--- config.mk ---
export PLATFORM = sky130hd
export DESIGN_NAME = llpes_top
export DESIGN_NICKNAME = d
export VERILOG_FILES = /design/src/common/llpes_pkg.sv /design/src/llpes_inst.sv /design/src/llpes_top.sv
export VERILOG_INCLUDE_DIRS = /design/src /design/src/common
export SDC_FILE = /design/constraint.sdc
export NUM_CORES = 1
export LEC_CHECK = 0
export BUFFER_PORTS_ARGS = -buffer_cell sky130_fd_sc_hd__buf_2
export CAP_MARGIN = 20
export CORE_MARGIN = 10
export CORE_UTILIZATION = 55
export CTS_BUF_LIST = sky130_fd_sc_hd__clkbuf_4 sky130_fd_sc_hd__clkbuf_8
export CTS_CLUSTER_DIAMETER = 50
export DETAILED_ROUTE_END_ITERATION = 8
export MAX_ROUTING_LAYER = met4
export PLACE_DENSITY = 0.71
export SLEW_MARGIN = 20
export SYNTH_ARGS = -nofsm -noshare
export SYNTH_HDL_FRONTEND = slang
export SYNTH_SLANG_ARGS = --single-unit
export TNS_END_PERCENT = 30
--- constraint.sdc ---
create_clock -name sys_clk_in -period 1.9 [get_ports sys_clk_in]
set_input_delay 0.285 -clock sys_clk_in [delete_from_list [all_inputs] [get_ports sys_clk_in]]
set_output_delay 0.285 -clock sys_clk_in [all_outputs]
set_load 0.005 [all_outputs]
--- src/common/llpes_defs.svh ---
// Purpose: constants for link-layer event selection
// Assumes: included by package and design files
// Notes: field positions follow the 33-bit selection word
`ifndef LLPES_DEFS_SVH
`define LLPES_DEFS_SVH

`define LLPES_REG_W 33
`define LLPES_PART_W 32
`define LLPES_RESET_VAL 33'h000000000
`define LLPES_SEL_MSB 32
`define LLPES_SEL_LSB 28
`define LLPES_EVT_MSB 27
`define LLPES_EVT_LSB 25
`define LLPES_HIGH_BIT 32

`define LLPES_EVT_NONE 3'h0
`define LLPES_EVT_PKT 3'h1
`define LLPES_EVT_PKT_IDLE 3'h2
`define LLPES_EVT_FLIT 3'h3
`define LLPES_EVT_STALL 3'h4

`define LLPES_LANE_0 5'h0D
`define LLPES_LANE_1 5'h0E
`define LLPES_LANE_2 5'h0F
`define LLPES_LANE_3 5'h10
`define LLPES_LANE_01 5'h11
`define LLPES_LANE_23 5'h12
`define LLPES_LANE_ALL 5'h13
`define LLPES_LANE_ALL_HUB 5'h14

`define LLPES_INST_COHERENT 4
`define LLPES_INST_HUB 2
`define LLPES_INST_EXTENDED 3

`endif

--- src/common/llpes_pkg.sv ---
// Purpose: types for link-layer event selection
// Assumes: llpes_defs.svh on the include path
// Notes: lane mask decode shared by both selection registers
`include "llpes_defs.svh"

package llpes_pkg;

  // which part of a selection register an access touches
  typedef enum logic {
    LLPES_PART_LOW = 1'b0,
    LLPES_PART_HIGH = 1'b1
  } llpes_part_type;

  // output_buffer to link_layer_unit traffic seen by one instance
  typedef struct packed {
    logic packet;
    logic packet_idle;
    logic [3:0] flit_lanes;
    logic stall;
  } llpes_ob_evt_type;

  // one configuration access
  typedef struct packed {
    logic valid;
    logic write;
    logic [3:0] inst;
    logic reg_sel;
    llpes_part_type part;
    logic [31:0] wdata;
  } llpes_cfg_type;

  // lane mask from the select field; hub-only code honoured on hub side
  function automatic logic [3:0] llpes_lane_mask(input logic [4:0] sel, input logic hub);
    logic [3:0] m;
    m = 4'hF;
    case (sel)
      `LLPES_LANE_0: m = 4'h1;
      `LLPES_LANE_1: m = 4'h2;
      `LLPES_LANE_2: m = 4'h4;
      `LLPES_LANE_3: m = 4'h8;
      `LLPES_LANE_01: m = 4'h3;
      `LLPES_LANE_23: m = 4'hC;
      `LLPES_LANE_ALL: m = 4'hF;
      `LLPES_LANE_ALL_HUB: m = hub ? 4'hF : 4'h0;
      default: m = 4'hF;
    endcase
    return m;
  endfunction

endpackage

--- src/llpes_inst.sv ---
// Purpose: one link-layer instance with its two selection registers
// Assumes: configuration writes arrive one per cycle
// Notes: read data and event hits leave from registers
`timescale 1ns/1ps
`include "llpes_defs.svh"

module llpes_inst
  import llpes_pkg::*;
#(
  parameter bit HUB_SIDE = 1'b0
) (
  input wire logic sys_clk_in,
  input wire logic reset_n_in,
  input wire logic wr_en_in,
  input wire logic reg_sel_in,
  input wire llpes_part_type part_in,
  input wire logic [31:0] wdata_in,
  input wire llpes_ob_evt_type evt_in,
  output logic [31:0] rdata_out,
  output logic [1:0] hit_out
);

  logic [`LLPES_REG_W-1:0] sel_q [2];
  logic [`LLPES_REG_W-1:0] sel_d [2];
  logic [31:0] rdata_q;
  logic [31:0] rdata_d;
  logic [1:0] hit_q;
  logic [1:0] hit_d;

  // register update: low word or lone high bit
  always_comb begin
    for (int r = 0; r < 2; r++) begin
      sel_d[r] = sel_q[r];
      if (wr_en_in && (reg_sel_in == r[0])) begin
        if (part_in == LLPES_PART_LOW) begin
          sel_d[r][`LLPES_PART_W-1:0] = wdata_in;
        end else begin
          sel_d[r][`LLPES_HIGH_BIT] = wdata_in[0];
        end
      end
    end
  end

  // read mux, high part zero-extended
  always_comb begin
    if (part_in == LLPES_PART_LOW) begin
      rdata_d = sel_q[reg_sel_in][`LLPES_PART_W-1:0];
    end else begin
      rdata_d = {31'h00000000, sel_q[reg_sel_in][`LLPES_HIGH_BIT]};
    end
  end

  // interface event decode per register
  always_comb begin
    for (int r = 0; r < 2; r++) begin
      case (sel_q[r][`LLPES_EVT_MSB:`LLPES_EVT_LSB])
        `LLPES_EVT_NONE: hit_d[r] = 1'b0;
        `LLPES_EVT_PKT: hit_d[r] = evt_in.packet;
        `LLPES_EVT_PKT_IDLE: hit_d[r] = evt_in.packet_idle;
        `LLPES_EVT_FLIT: hit_d[r] = |(evt_in.flit_lanes &
          llpes_lane_mask(sel_q[r][`LLPES_SEL_MSB:`LLPES_SEL_LSB], HUB_SIDE));
        `LLPES_EVT_STALL: hit_d[r] = evt_in.stall;
        default: hit_d[r] = 1'b0;
      endcase
    end
  end

  // state registers
  always_ff @(posedge sys_clk_in or negedge reset_n_in) begin
    if (!reset_n_in) begin
      sel_q[0] <= `LLPES_RESET_VAL;
      sel_q[1] <= `LLPES_RESET_VAL;
      rdata_q <= 32'h00000000;
      hit_q <= 2'h0;
    end else begin
      sel_q[0] <= sel_d[0];
      sel_q[1] <= sel_d[1];
      rdata_q <= rdata_d;
      hit_q <= hit_d;
    end
  end

  assign rdata_out = rdata_q;
  assign hit_out = hit_q;

endmodule

--- src/llpes_top.sv ---
// Purpose: event selection for all instances of one link-layer unit
// Assumes: configuration port and traffic inputs synchronous to sys_clk_in
// Notes: read answer two cycles after the request
//   writes land on the taking edge, so a read right behind sees them
//   writes naming a missing instance are dropped but still answered
//   reads of a missing instance answer zero
//   hit bits pair per instance: even bit register a, odd bit register b
`timescale 1ns/1ps
`include "llpes_defs.svh"

module llpes_top
  import llpes_pkg::*;
#(
  parameter int NUM_INST = `LLPES_INST_COHERENT,
  parameter bit HUB_SIDE = 1'b0
) (
  input wire logic sys_clk_in,
  input wire logic reset_n_in,
  input wire llpes_cfg_type cfg_in,
  input wire llpes_ob_evt_type evt_in [NUM_INST],
  output logic cfg_ack_out,
  output logic [31:0] cfg_rdata_out,
  output logic [2*NUM_INST-1:0] event_hit_out
);

  // per-instance wiring
  logic [NUM_INST-1:0] wr_en;
  logic [NUM_INST-1:0] rd_sel;
  logic [31:0] inst_rdata [NUM_INST];
  logic [1:0] inst_hit [NUM_INST];

  // stage one: request taken, instance chosen
  logic pend_q;
  logic pend_d;
  logic write_q;
  logic write_d;
  logic [3:0] rd_inst_q;
  logic [3:0] rd_inst_d;
  logic in_range_q;
  logic in_range_d;

  // stage two: answer on the port
  logic ack_q;
  logic ack_d;
  logic [31:0] rdata_q;
  logic [31:0] rdata_d;

  // true when an access names instance idx
  function automatic logic inst_match(input logic [3:0] inst, input int idx);
    return (int'(inst) == idx);
  endfunction

  // true when an access names an instance that exists
  function automatic logic inst_exists(input logic [3:0] inst);
    return (int'(inst) < NUM_INST);
  endfunction

  // write enables: only the named instance may change
  for (genvar i = 0; i < NUM_INST; i++) begin : g_wr_en
    assign wr_en[i] = cfg_in.valid && cfg_in.write && inst_match(cfg_in.inst, i);
  end

  // one instance per agent, each with private registers
  for (genvar i = 0; i < NUM_INST; i++) begin : g_inst
    llpes_inst #(
      .HUB_SIDE(HUB_SIDE)
    ) u_inst (
      .sys_clk_in(sys_clk_in),
      .reset_n_in(reset_n_in),
      .wr_en_in(wr_en[i]),
      .reg_sel_in(cfg_in.reg_sel),
      .part_in(cfg_in.part),
      .wdata_in(cfg_in.wdata),
      .evt_in(evt_in[i]),
      .rdata_out(inst_rdata[i]),
      .hit_out(inst_hit[i])
    );
  end

  // hit pairs onto the output, register a in the even bit
  for (genvar i = 0; i < NUM_INST; i++) begin : g_hit
    assign event_hit_out[2*i] = inst_hit[i][0];
    assign event_hit_out[2*i+1] = inst_hit[i][1];
  end

  // read select: one-hot copy of the instance held in stage one
  for (genvar i = 0; i < NUM_INST; i++) begin : g_rd_sel
    assign rd_sel[i] = inst_match(rd_inst_q, i);
  end

  // stage one next values
  always_comb begin
    pend_d = cfg_in.valid;
    write_d = cfg_in.write;
    rd_inst_d = cfg_in.inst;
    in_range_d = inst_exists(cfg_in.inst);
  end

  // stage one registers
  always_ff @(posedge sys_clk_in or negedge reset_n_in) begin
    if (!reset_n_in) begin
      pend_q <= 1'b0;
      write_q <= 1'b0;
      rd_inst_q <= 4'h0;
      in_range_q <= 1'b0;
    end else begin
      pend_q <= pend_d;
      write_q <= write_d;
      rd_inst_q <= rd_inst_d;
      in_range_q <= in_range_d;
    end
  end

  // stage two next values; one-hot pick so a stray number never reads past the array
  always_comb begin
    ack_d = pend_q;
    rdata_d = 32'h00000000;
    if (pend_q && !write_q && in_range_q) begin
      for (int k = 0; k < NUM_INST; k++) begin
        if (rd_sel[k]) begin
          rdata_d = inst_rdata[k];
        end
      end
    end
  end

  // stage two registers
  always_ff @(posedge sys_clk_in or negedge reset_n_in) begin
    if (!reset_n_in) begin
      ack_q <= 1'b0;
      rdata_q <= 32'h00000000;
    end else begin
      ack_q <= ack_d;
      rdata_q <= rdata_d;
    end
  end

  // port outputs straight from stage two
  assign cfg_ack_out = ack_q;
  assign cfg_rdata_out = rdata_q;

endmodule

; Yosys cells after proc, flatten, opt, wreduce, memory -nomap -nowiden
; Memories as Yosys holds them, arrays and structs flattened.
; Cells that the tools add are included.
[totals]
ff_bits = 440
rom_bits = 1024
in_bits = 70
output_inout_bits = 41
elab_cells = 168
n_memories = 8
[op_classes]
order_cmp = 2
n_eq_ne = 38
muxes = 37
n_bitwise = 11
n_reduce_logical = 42
[mem_list]
columns = memory, depth, width, read_ports, rd_ports_with_merged_regs, write_ports, line_no
row1 = (no name shown), 32, 4, 1, 0, 0, llpes_pkg.sv:36  ; case (sel)
row2 = (no name shown), 32, 4, 1, 0, 0, llpes_pkg.sv:36
row3 = (no name shown), 32, 4, 1, 0, 0, llpes_pkg.sv:36
row4 = (no name shown), 32, 4, 1, 0, 0, llpes_pkg.sv:36
row5 = (no name shown), 32, 4, 1, 0, 0, llpes_pkg.sv:36
row6 = (no name shown), 32, 4, 1, 0, 0, llpes_pkg.sv:36
row7 = 2 more memories, -, -, -, -, -, -
[op_table]
columns = operator, n
row1 = $mux 33, 12
row2 = $mux 32, 9
row3 = $eq 3x2->1 const B, 16
row4 = $and 4x4->4, 8
row5 = $mux 4, 8
row6 = $pmux 1 s4, 8
row7 = $reduce_and 2->1, 16
row8 = $reduce_or 4->1, 8
row9 = $eq 3x1->1 const B, 8
row10 = $eq 3x3->1 const B, 8
row11 = $eq 4x3->1 const B, 4
row12 = $logic_and 1x1->1, 15
row13 = $eq 4x2->1 const B, 2
row14 = $logic_not 4->1, 2
row15 = $lt 4x3->1 const B, 1
row16 = $ge 2x2->1 const B, 1
row17 = $not 1->1, 2
row18 = $not 1->2, 1
row19 = $logic_not 1->1, 1

; Depth between registers and ports, before layout
; Gate-level depths: netlist (run 1).
[depth]
ltp_word = 6
mapped_depth = 7
mapped_depth_nobuf = 7

; Modules after synthesis
; From an unflattened synthesis (run 1), not the netlist that was laid out.
[unflattened]
hier_cells = 1427
area_unflattened_um2 = 19404.9
[by_module_without_submodules]
columns = mod, instances, cells_per_inst, area_per_inst_um2, seq_area_each_um2
row1 = llpes_inst, 4, 307, 4214.0, 2502.4
row2 = llpes_top, 1, 199, 2548.7, 1001.0

; Worst setup path after synthesis (run 1)
; No wires, ideal clock.
[synth_timing]
path_kind = in2reg
start = in cfg_in[37] in the netlist's numbering
end = reg g_inst[0].u_inst.sel_q[10] in the netlist's numbering
setup_time_ps = 125
arrival_ps = 1618
required_time_ps = 1775
slack_ps = 157
stages = 6
n_path_buf = 1
path_cell_list = nor2_2 nand2_1 or3_4 nor3_4 buf_6 mux2_2
[synth_between]
elab_chain_cells = 4
[synth_lines]
columns = element, line_no
row1 = start: declaration, llpes_top.sv:19  ; input wire llpes_cfg_type cfg_in,
row2 = $logic_not 4->1, llpes_top.sv:50  ; return (int'(inst) == idx);
row3 = $logic_and 1x1->1, llpes_top.sv:60  ; assign wr_en[i] = cfg_in.valid && cfg_in.write && inst_match(cfg_in.inst, i);
row4 = $logic_and 1x1->1, llpes_inst.sv:34  ; if (wr_en_in && (reg_sel_in == r[0])) begin
row5 = $reduce_and 2->1 (no source line), -
row6 = end: declaration, llpes_inst.sv:23  ; logic [`LLPES_REG_W-1:0] sel_q [2];
; No other way between the ends.
; A chain may end at the register's enable or synchronous reset.

; Worst setup path after layout (run 1)
[layout_timing]
start = in cfg_in[39] in the netlist's numbering
end = reg g_inst[0].u_inst.sel_q[27] in the netlist's numbering
[layout_between]
elab_chain_cells = 4
[layout_lines]
columns = element, line_no
row1 = $logic_and 1x1->1 (2 in a row), llpes_top.sv:60
row2 = $logic_and 1x1->1, llpes_inst.sv:34
row3 = $reduce_and 2->1 (no source line), -
; No other way between the ends.

==> out/results.ini, run 1 <==
[outcome]
run_status=complete, no violations

[drt]
wl_per_cell_microns=20.4
drt-initial-drc-count=633
drt-vias-per-instance=5.60
drtPass1Iterations=5
drc=0
route.vias.total=11800
drtAntennaViolNets=0
routed_wl_microns=42700

[worst_setup_path]
worstPathArrival_ps=2240
cp_max_fo=12
worstReg2RegEnd=g_inst[0].u_inst.hit_out[0]$_DFF_PN0_
crit_start=cfg_in[39]
reg2reg_from=g_inst[0].u_inst.sel_q[62]$_DFFE_PN0P_
crit_path_end_kind=flip-flop
ff2ff_setup_slack_ps=170
start_kind=input pin
required_ps=2370
rr_worst_depth=7
critPathKind=input pin to flip-flop
endpoint=g_inst[0].u_inst.sel_q[27]$_DFFE_PN0P_

[timing]
fin_ws_ps=123
hold_viol=0
maxSlewViolCount=0
setup_viol=0
fin_crit_ps=1780
fin_skew_ps=40.0
worst_pin_slew_ps=574
rsz0062_at_grt=no
slew_headroom_pct=61.7
fin_crit_sh_pct=93.5
fin_tns_setup_ps=0
fmax_ghz=0.563

[clocking]
numCtsBuffers=72
clockBufferDepth=3
clock_latency_ps=610
cts.clk_slew.worst_paths_ps=60
clock-sinks=440
root_buffer=clkbuf_8
ctsResizeCount=0
cts_tree=built
cts_setup_buffers=0
htreeDepth=3

[logic_synthesis]
synthArstFlopShare_pct=100
yosysTopAreaCellShare_pct=58.6
syn_area_sq_um=18800
synth_cell_types=50
synth-compound-area-share_pct=5.14
synth_top_area_cell=dfrtp_1
synthMuxAreaShare_pct=25.1
synth_nets=1529
synth-seq-cells=440
ys.warnings.count=0
synthFlopType=dfrtp_1
seq_area_frac_synth_pct=58.6
synthTopCellsByCount=440 x dfrtp_1, 285 x mux2_2, 135 x nor2_1
yosysMostFrequentCell=dfrtp_1
synth_edf_count=0
synth-simple-area-share_pct=6.89
synth.area.top_cells=dfrtp_1 59%, mux2_2 17%, mux2i_1 6.9%
synthXorXnorAreaFrac_pct=0
synth_top_family_by_area=multiplexers
synth-adder-area-share_pct=1.87
synth_area_per_cell_sq_um=13.1
synth_cells=1431

[floorplanning]
die_x_microns=205
die-area_sq_um=41900
rows=67
start_util_pct=55.9
die_h_microns=205
ioPinCount=111
core_area_sq_um=33600

[placement]
dp_slack_ps=-187
dp_hpwl_microns=27700
placed_cells=1960
io_buffers=110
post_dp_cell_area_sq_um=20200
gp_congestion=0.855

[final_layout]
layout-drive-gt1-share_pct=35.0
layout.nets=1699
final_cells=2099
fin_area_sq_um=21800
fillerInstances=2555
area_delta_synth_final_pct=16.0

[global_route]
grt_pass1_wl_microns=68600
first_global_vias=12400
grt_remaining_overflow=0
grt_antenna_before_repair=5
grt_max_degree=102
grtUsageTotal_pct=21.3

[power]
power_density_nw_per_um2=937
power.leakage_nw=10.8
irDropWorstVdd_v=0.000623

[flow_run]
max_cap_viol_count=0

[worst_hold_path]
min_path_type=input pin to flip-flop

[sequential cells by signal, indices dropped and copies added (netlist names)]
name                     count
g_inst.u_inst.rdata_out    128
cfg_rdata_out               32
write_q                      1
g_inst.u_inst.hit_out        8
rd_inst_q                    4
ack_d                        1
in_range_q                   1
cfg_ack_out                  1
g_inst.u_inst.sel_q        264
[worst min path at each step]
stage	startpoint	to	slack, ps	cells past startpoint
finish	cfg_in[12]	g_inst[1].u_inst.sel_q[45]$_DFFE_PN0P_	40	2
global route	cfg_in[14]	g_inst[2].u_inst.sel_q[47]$_DFFE_PN0P_	30	2
CTS	cfg_in[12]	g_inst[0].u_inst.sel_q[45]$_DFFE_PN0P_	1	2
detailed placement	reset_n_in	g_inst[1].u_inst.rdata_out[27]$_DFF_PN0_	220	1
global placement	reset_n_in	g_inst[1].u_inst.rdata_out[27]$_DFF_PN0_	210	1
floorplan	reset_n_in	ack_d$_DFF_PN0_	-10	0
[layout by cell type (no fill, tap or decap), types with 3 or more instances in the layout]
cell type,count
a22oi_1,34
buf_2,107
buf_12,20
nand3b_1,11
nor2_1,134
o31ai_1,4
o32ai_1,3
inv_1,24
dfrtp_1,440
a32oi_1,3
nand2b_1,18
ha_1,28
a31oi_1,8
nand3_1,6
diode_2,3
nand4b_1,5
mux2_2,285
buf_4,28
dlygate4sd3_1,15
o21a_1,6
o211ai_1,6
mux2_1,11
mux4_2,4
clkbuf_4,18
a21oi_1,39
o21ai_0,39
mux2i_1,129
nand2_1,75
clkinv_2,11
clkbuf_8,87
nor2b_1,12
[timing repair]
action,in CTS,in global routing
setup endpoints to repair,0,0
hold endpoints to repair,193,0
hold buffers,15,0
[area by class of cell]
type                    instances  area, sq um  area share (%)
flip-flops and latches        440        11000            50.5
multi-input cells             891         7360            33.8
clock buffers                 105         1330            6.12
repair buffers                172         1320            6.07
well taps                     448          561            2.57
clock inverters                16          103           0.471
inverters                      24         90.1           0.414
diodes                          3         7.51          0.0345
[critical path, stage by stage]
cell and delay, ps:
dlygate4sd3_1 510, buf_2 140, nand2_1 80, or3_4 420, nor3_4 190, buf_4 250, mux2_2 350
[per-layer routing]
layer	routed length [microns]	GRT usage, %
met1	19900	28.8
met2	20200	32.5
met3	2020	3.81
met4	631	5.77
met5	0	-
[cell families (layout without fill, tap and decap cells)]
kind of cell,Yosys count,count (layout)
flops,440,440
mux,429,429
simple gates,280,280
compound gates,154,154
buf+inv,100,317
fa+ha+maj,28,28
other cells,0,3
[stage by stage]
step	power (mW)	hold WS (ps)	utilization, %
finish	20.4	38.9	64.8
global placement	12.3	214	60.1
CTS	20.6	1.46	64.8
global route	21.3	29.2	64.8
floorplan	11.5	-10.6	-
detailed placement	12.4	220	60.1
[report_power, final]
part / total [mW] / leakage [nW] / switching [mW] / internal [mW]
Sequential: 10.4 / 6.01 / 0.399 / 10.0
Combinational: 1.81 / 4.06 / 0.946 / 0.866
Clock: 8.20 / 0.773 / 3.69 / 4.51
Total: 20.4 / 10.8 / 5.03 / 15.4
Note: power is estimated with default switching activity, not from simulation.
==> run 2: changes to the inputs <==
Settings changed: PLACE_DENSITY 0.71 to 0.75, SLEW_MARGIN 20 to 5, SYNTH_HIERARCHICAL set to 1.
==> out/results.ini, run 2 <==
[outcome]
run_status=complete, no violations

[logic_synthesis]
synth.area.top_cells=dfrtp_1 57%, mux2_2 17%, mux2i_1 6.6%
syn_area_sq_um=19400  ; +3.3%
synth_cells=1427  ; -0.28%
synth_area_per_cell_sq_um=13.6  ; +3.6%
synthTopCellsByCount=440 x dfrtp_1, 297 x mux2_2, 150 x nor2_1
synth-seq-cells=440  ; unchanged
synth_top_area_cell=dfrtp_1
yosysMostFrequentCell=dfrtp_1
yosysTopAreaCellShare_pct=56.7  ; -1.9 points
seq_area_frac_synth_pct=56.7  ; -1.9 points
synth_cell_types=46  ; -8.0%
synthArstFlopShare_pct=100  ; unchanged
synth_nets=1521  ; -0.52%
ys.warnings.count=6  ; +6
synth_edf_count=0  ; unchanged
synthFlopType=dfrtp_1

[floorplanning]
ioPinCount=111  ; unchanged
rows=68  ; +1.5%
core_area_sq_um=34700  ; +3.3%
die-area_sq_um=43200  ; +3.0%
die_h_microns=208  ; +1.5%
die_x_microns=208  ; +1.5%
start_util_pct=55.9  ; about the same

[worst_hold_path]
holdPathEnd=g_inst[2].u_inst/sel_q[36]$_DFFE_PN0P_
holdPathStages=2  ; unchanged
min_path_type=input pin to flip-flop
min_from=cfg_in[3]

[clocking]
clock-sinks=440  ; unchanged
numCtsBuffers=74  ; +2.8%
cts.clk_slew.worst_paths_ps=60  ; about the same
htreeDepth=3  ; unchanged
root_buffer=clkbuf_8
cts_setup_buffers=0  ; unchanged
clock_latency_ps=590  ; -20 ps
clockBufferDepth=3  ; unchanged
cts_tree=built

[drt]
drc=0  ; unchanged
drtAntennaViolNets=0  ; unchanged
drt-vias-per-instance=5.67  ; +1.2%
drt-initial-drc-count=687  ; +8.5%
route.vias.total=11900  ; +1.4%
drtPass1Iterations=5  ; unchanged
wl_per_cell_microns=20.6  ; +0.92%
routed_wl_microns=43200  ; +1.1%

[placement]
dp_slack_ps=-251  ; -63.3 ps
dp_hpwl_microns=28000  ; +0.74%
post_dp_cell_area_sq_um=20500  ; +1.6%
gp_congestion=0.911  ; +6.5%
io_buffers=110  ; unchanged

[worst_setup_path]
max_stage_delay_ps=520  ; about the same
worstPathArrival_ps=2250  ; about the same
reg2reg_from=g_inst[2].u_inst/sel_q[28]$_DFFE_PN0P_
rr_worst_depth=7  ; unchanged
crit_path_end_kind=flip-flop
critPathKind=input pin to flip-flop
worstReg2RegEnd=g_inst[2].u_inst/hit_out[1]$_DFF_PN0_
cp_max_fo=10  ; -2
cp_cell_sequence=dlygate4sd3_1 -> buf_2 -> nand3_2 -> nor3b_2 -> nor3b_4 -> buf_4 -> mux2_2
start_kind=input pin
required_ps=2360  ; about the same
ff2ff_setup_slack_ps=110  ; -60 ps
critPathSlowestCell=dlygate4sd3_1

[global_route]
grt_antenna_before_repair=1  ; -4
first_global_vias=12800  ; +3.3%
grtUsageTotal_pct=20.5  ; -0.79 points
grt_remaining_overflow=0  ; unchanged
grt_pass1_wl_microns=70000  ; +2.1%
grt_max_degree=75  ; -26%

[timing]
rsz0062_at_grt=no
worst_pin_slew_ps=760  ; +185 ps
fmax_ghz=0.557  ; -0.96%
fin_crit_sh_pct=94.4  ; +0.91 points
slew_headroom_pct=49.4  ; -12 points
hold_viol=0  ; unchanged
maxSlewViolCount=0  ; unchanged
holdWs_ps=52.7  ; +13.8 ps
setup_viol=0  ; unchanged
fin_crit_ps=1790  ; +17.2 ps
fin_skew_ps=22.1  ; -18.0 ps
fin_ws_ps=106  ; -17.2 ps

[final_layout]
area_delta_synth_final_pct=14.4
seq_area_sq_um=11000  ; about the same
final_common_cell=dfrtp_1
largest_reg_flops=264  ; unchanged
final_cell_mix=438 x dfrtp_1, 297 x mux2_2, 150 x nor2_1, 128 x mux2i_1, 107 x buf_2
multi_input_area_sq_um=7710  ; +4.9%
layout-drive-gt1-share_pct=40.3  ; +5.3 points
fillerInstances=2606  ; +2.0%
layout.nets=1690  ; -0.53%
regMostFlops=g_inst.u_inst/sel_q
fin_area_sq_um=22200  ; +1.9%
post-route-util_pct=64.0  ; -0.84 points

[flow_run]
max_cap_viol_count=0  ; unchanged

[power]
power_density_nw_per_um2=938  ; about the same
irDropWorstVdd_v=0.000478  ; -23%
power.leakage_nw=11.2  ; +3.1%

-- run 2: through the flow --
| stage | cells | TNS, ps | total power [mW] |
|---|---|---|---|
| 2_1_floorplan | 1427 | 0 | 11.8 |
| 3_3_place_gp | 1957 | -26410 | 12.5 |
| 3_5_place_dp | 1957 | -35420 | 12.6 |
| 4_1_cts | 2101 | 0 | 21.0 |
| 5_1_grt | 2102 | 0 | 21.8 |
| 6_report | 2102 | 0 | 20.8 |
-- run 2: timing repair --
action	CTS	global route
endpoints found under the hold margin	226	0
setup endpoints to repair	0	131
resized for setup	0	3
hold buffers	18	0
-- run 2: worst max-delay path by stage --
stage                                              to                                    from  slack, ps
4_1_cts        g_inst[2].u_inst/sel_q[42]$_DFFE_PN0P_                              cfg_in[38]         30
5_1_grt         g_inst[2].u_inst/hit_out[1]$_DFF_PN0_  g_inst[2].u_inst/sel_q[28]$_DFFE_PN0P_          5
6_report       g_inst[1].u_inst/sel_q[53]$_DFFE_PN0P_                              cfg_in[38]        110
3_3_place_gp   g_inst[2].u_inst/sel_q[38]$_DFFE_PN0P_                              cfg_in[37]       -180
2_1_floorplan  g_inst[0].u_inst/sel_q[33]$_DFFE_PN0P_                              cfg_in[37]         30
3_5_place_dp   g_inst[2].u_inst/sel_q[38]$_DFFE_PN0P_                              cfg_in[37]       -250
-- run 2: power by group --
| part | internal (mW) | switching, mW |
|---|---|---|
| Sequential | 10.0 | 0.409 |
| Combinational | 0.955 | 1.04 |
| Clock | 4.78 | 3.62 |
| Total | 15.8 | 5.07 |
-- run 2: final cells by class --
type / count / area share, %
Antenna cell: 1 / 0.0113
Clock buffer: 118 / 6.50
Clock inverter: 8 / 0.220
Inverter: 30 / 0.507
Multi-Input combinational cell: 874 / 34.7
Sequential cell: 440 / 49.6
Tap cell: 455 / 2.56
Timing Repair Buffer: 176 / 5.85
-- run 2: per-layer routing --
layer | vias to the layer above | track usage [%] | routed length, microns
met5 | - | - | 0
met4 | 0 | 6.60 | 862
met3 | 71 | 4.14 | 2130
met2 | 294 | 32.0 | 20700
met1 | 6159 | 26.4 | 19500
li1 | 5391 | - | -
-- run 2: kinds of logic after synthesis --
group	synth area share [%]
adders and majority gates	1.55
AOI/OAI and AO/OA	5.47
buffers and inverters	3.60
and+or+nand+nor	7.11
muxes	25.5
DFF	56.7
-- run 2: worst max-delay path: cells and delay by family --
kind | cells | cell delay, ps
AND/OR/NAND/NOR | 3 | 700
multiplexers | 1 | 360
buffers and inverters | 3 | 900
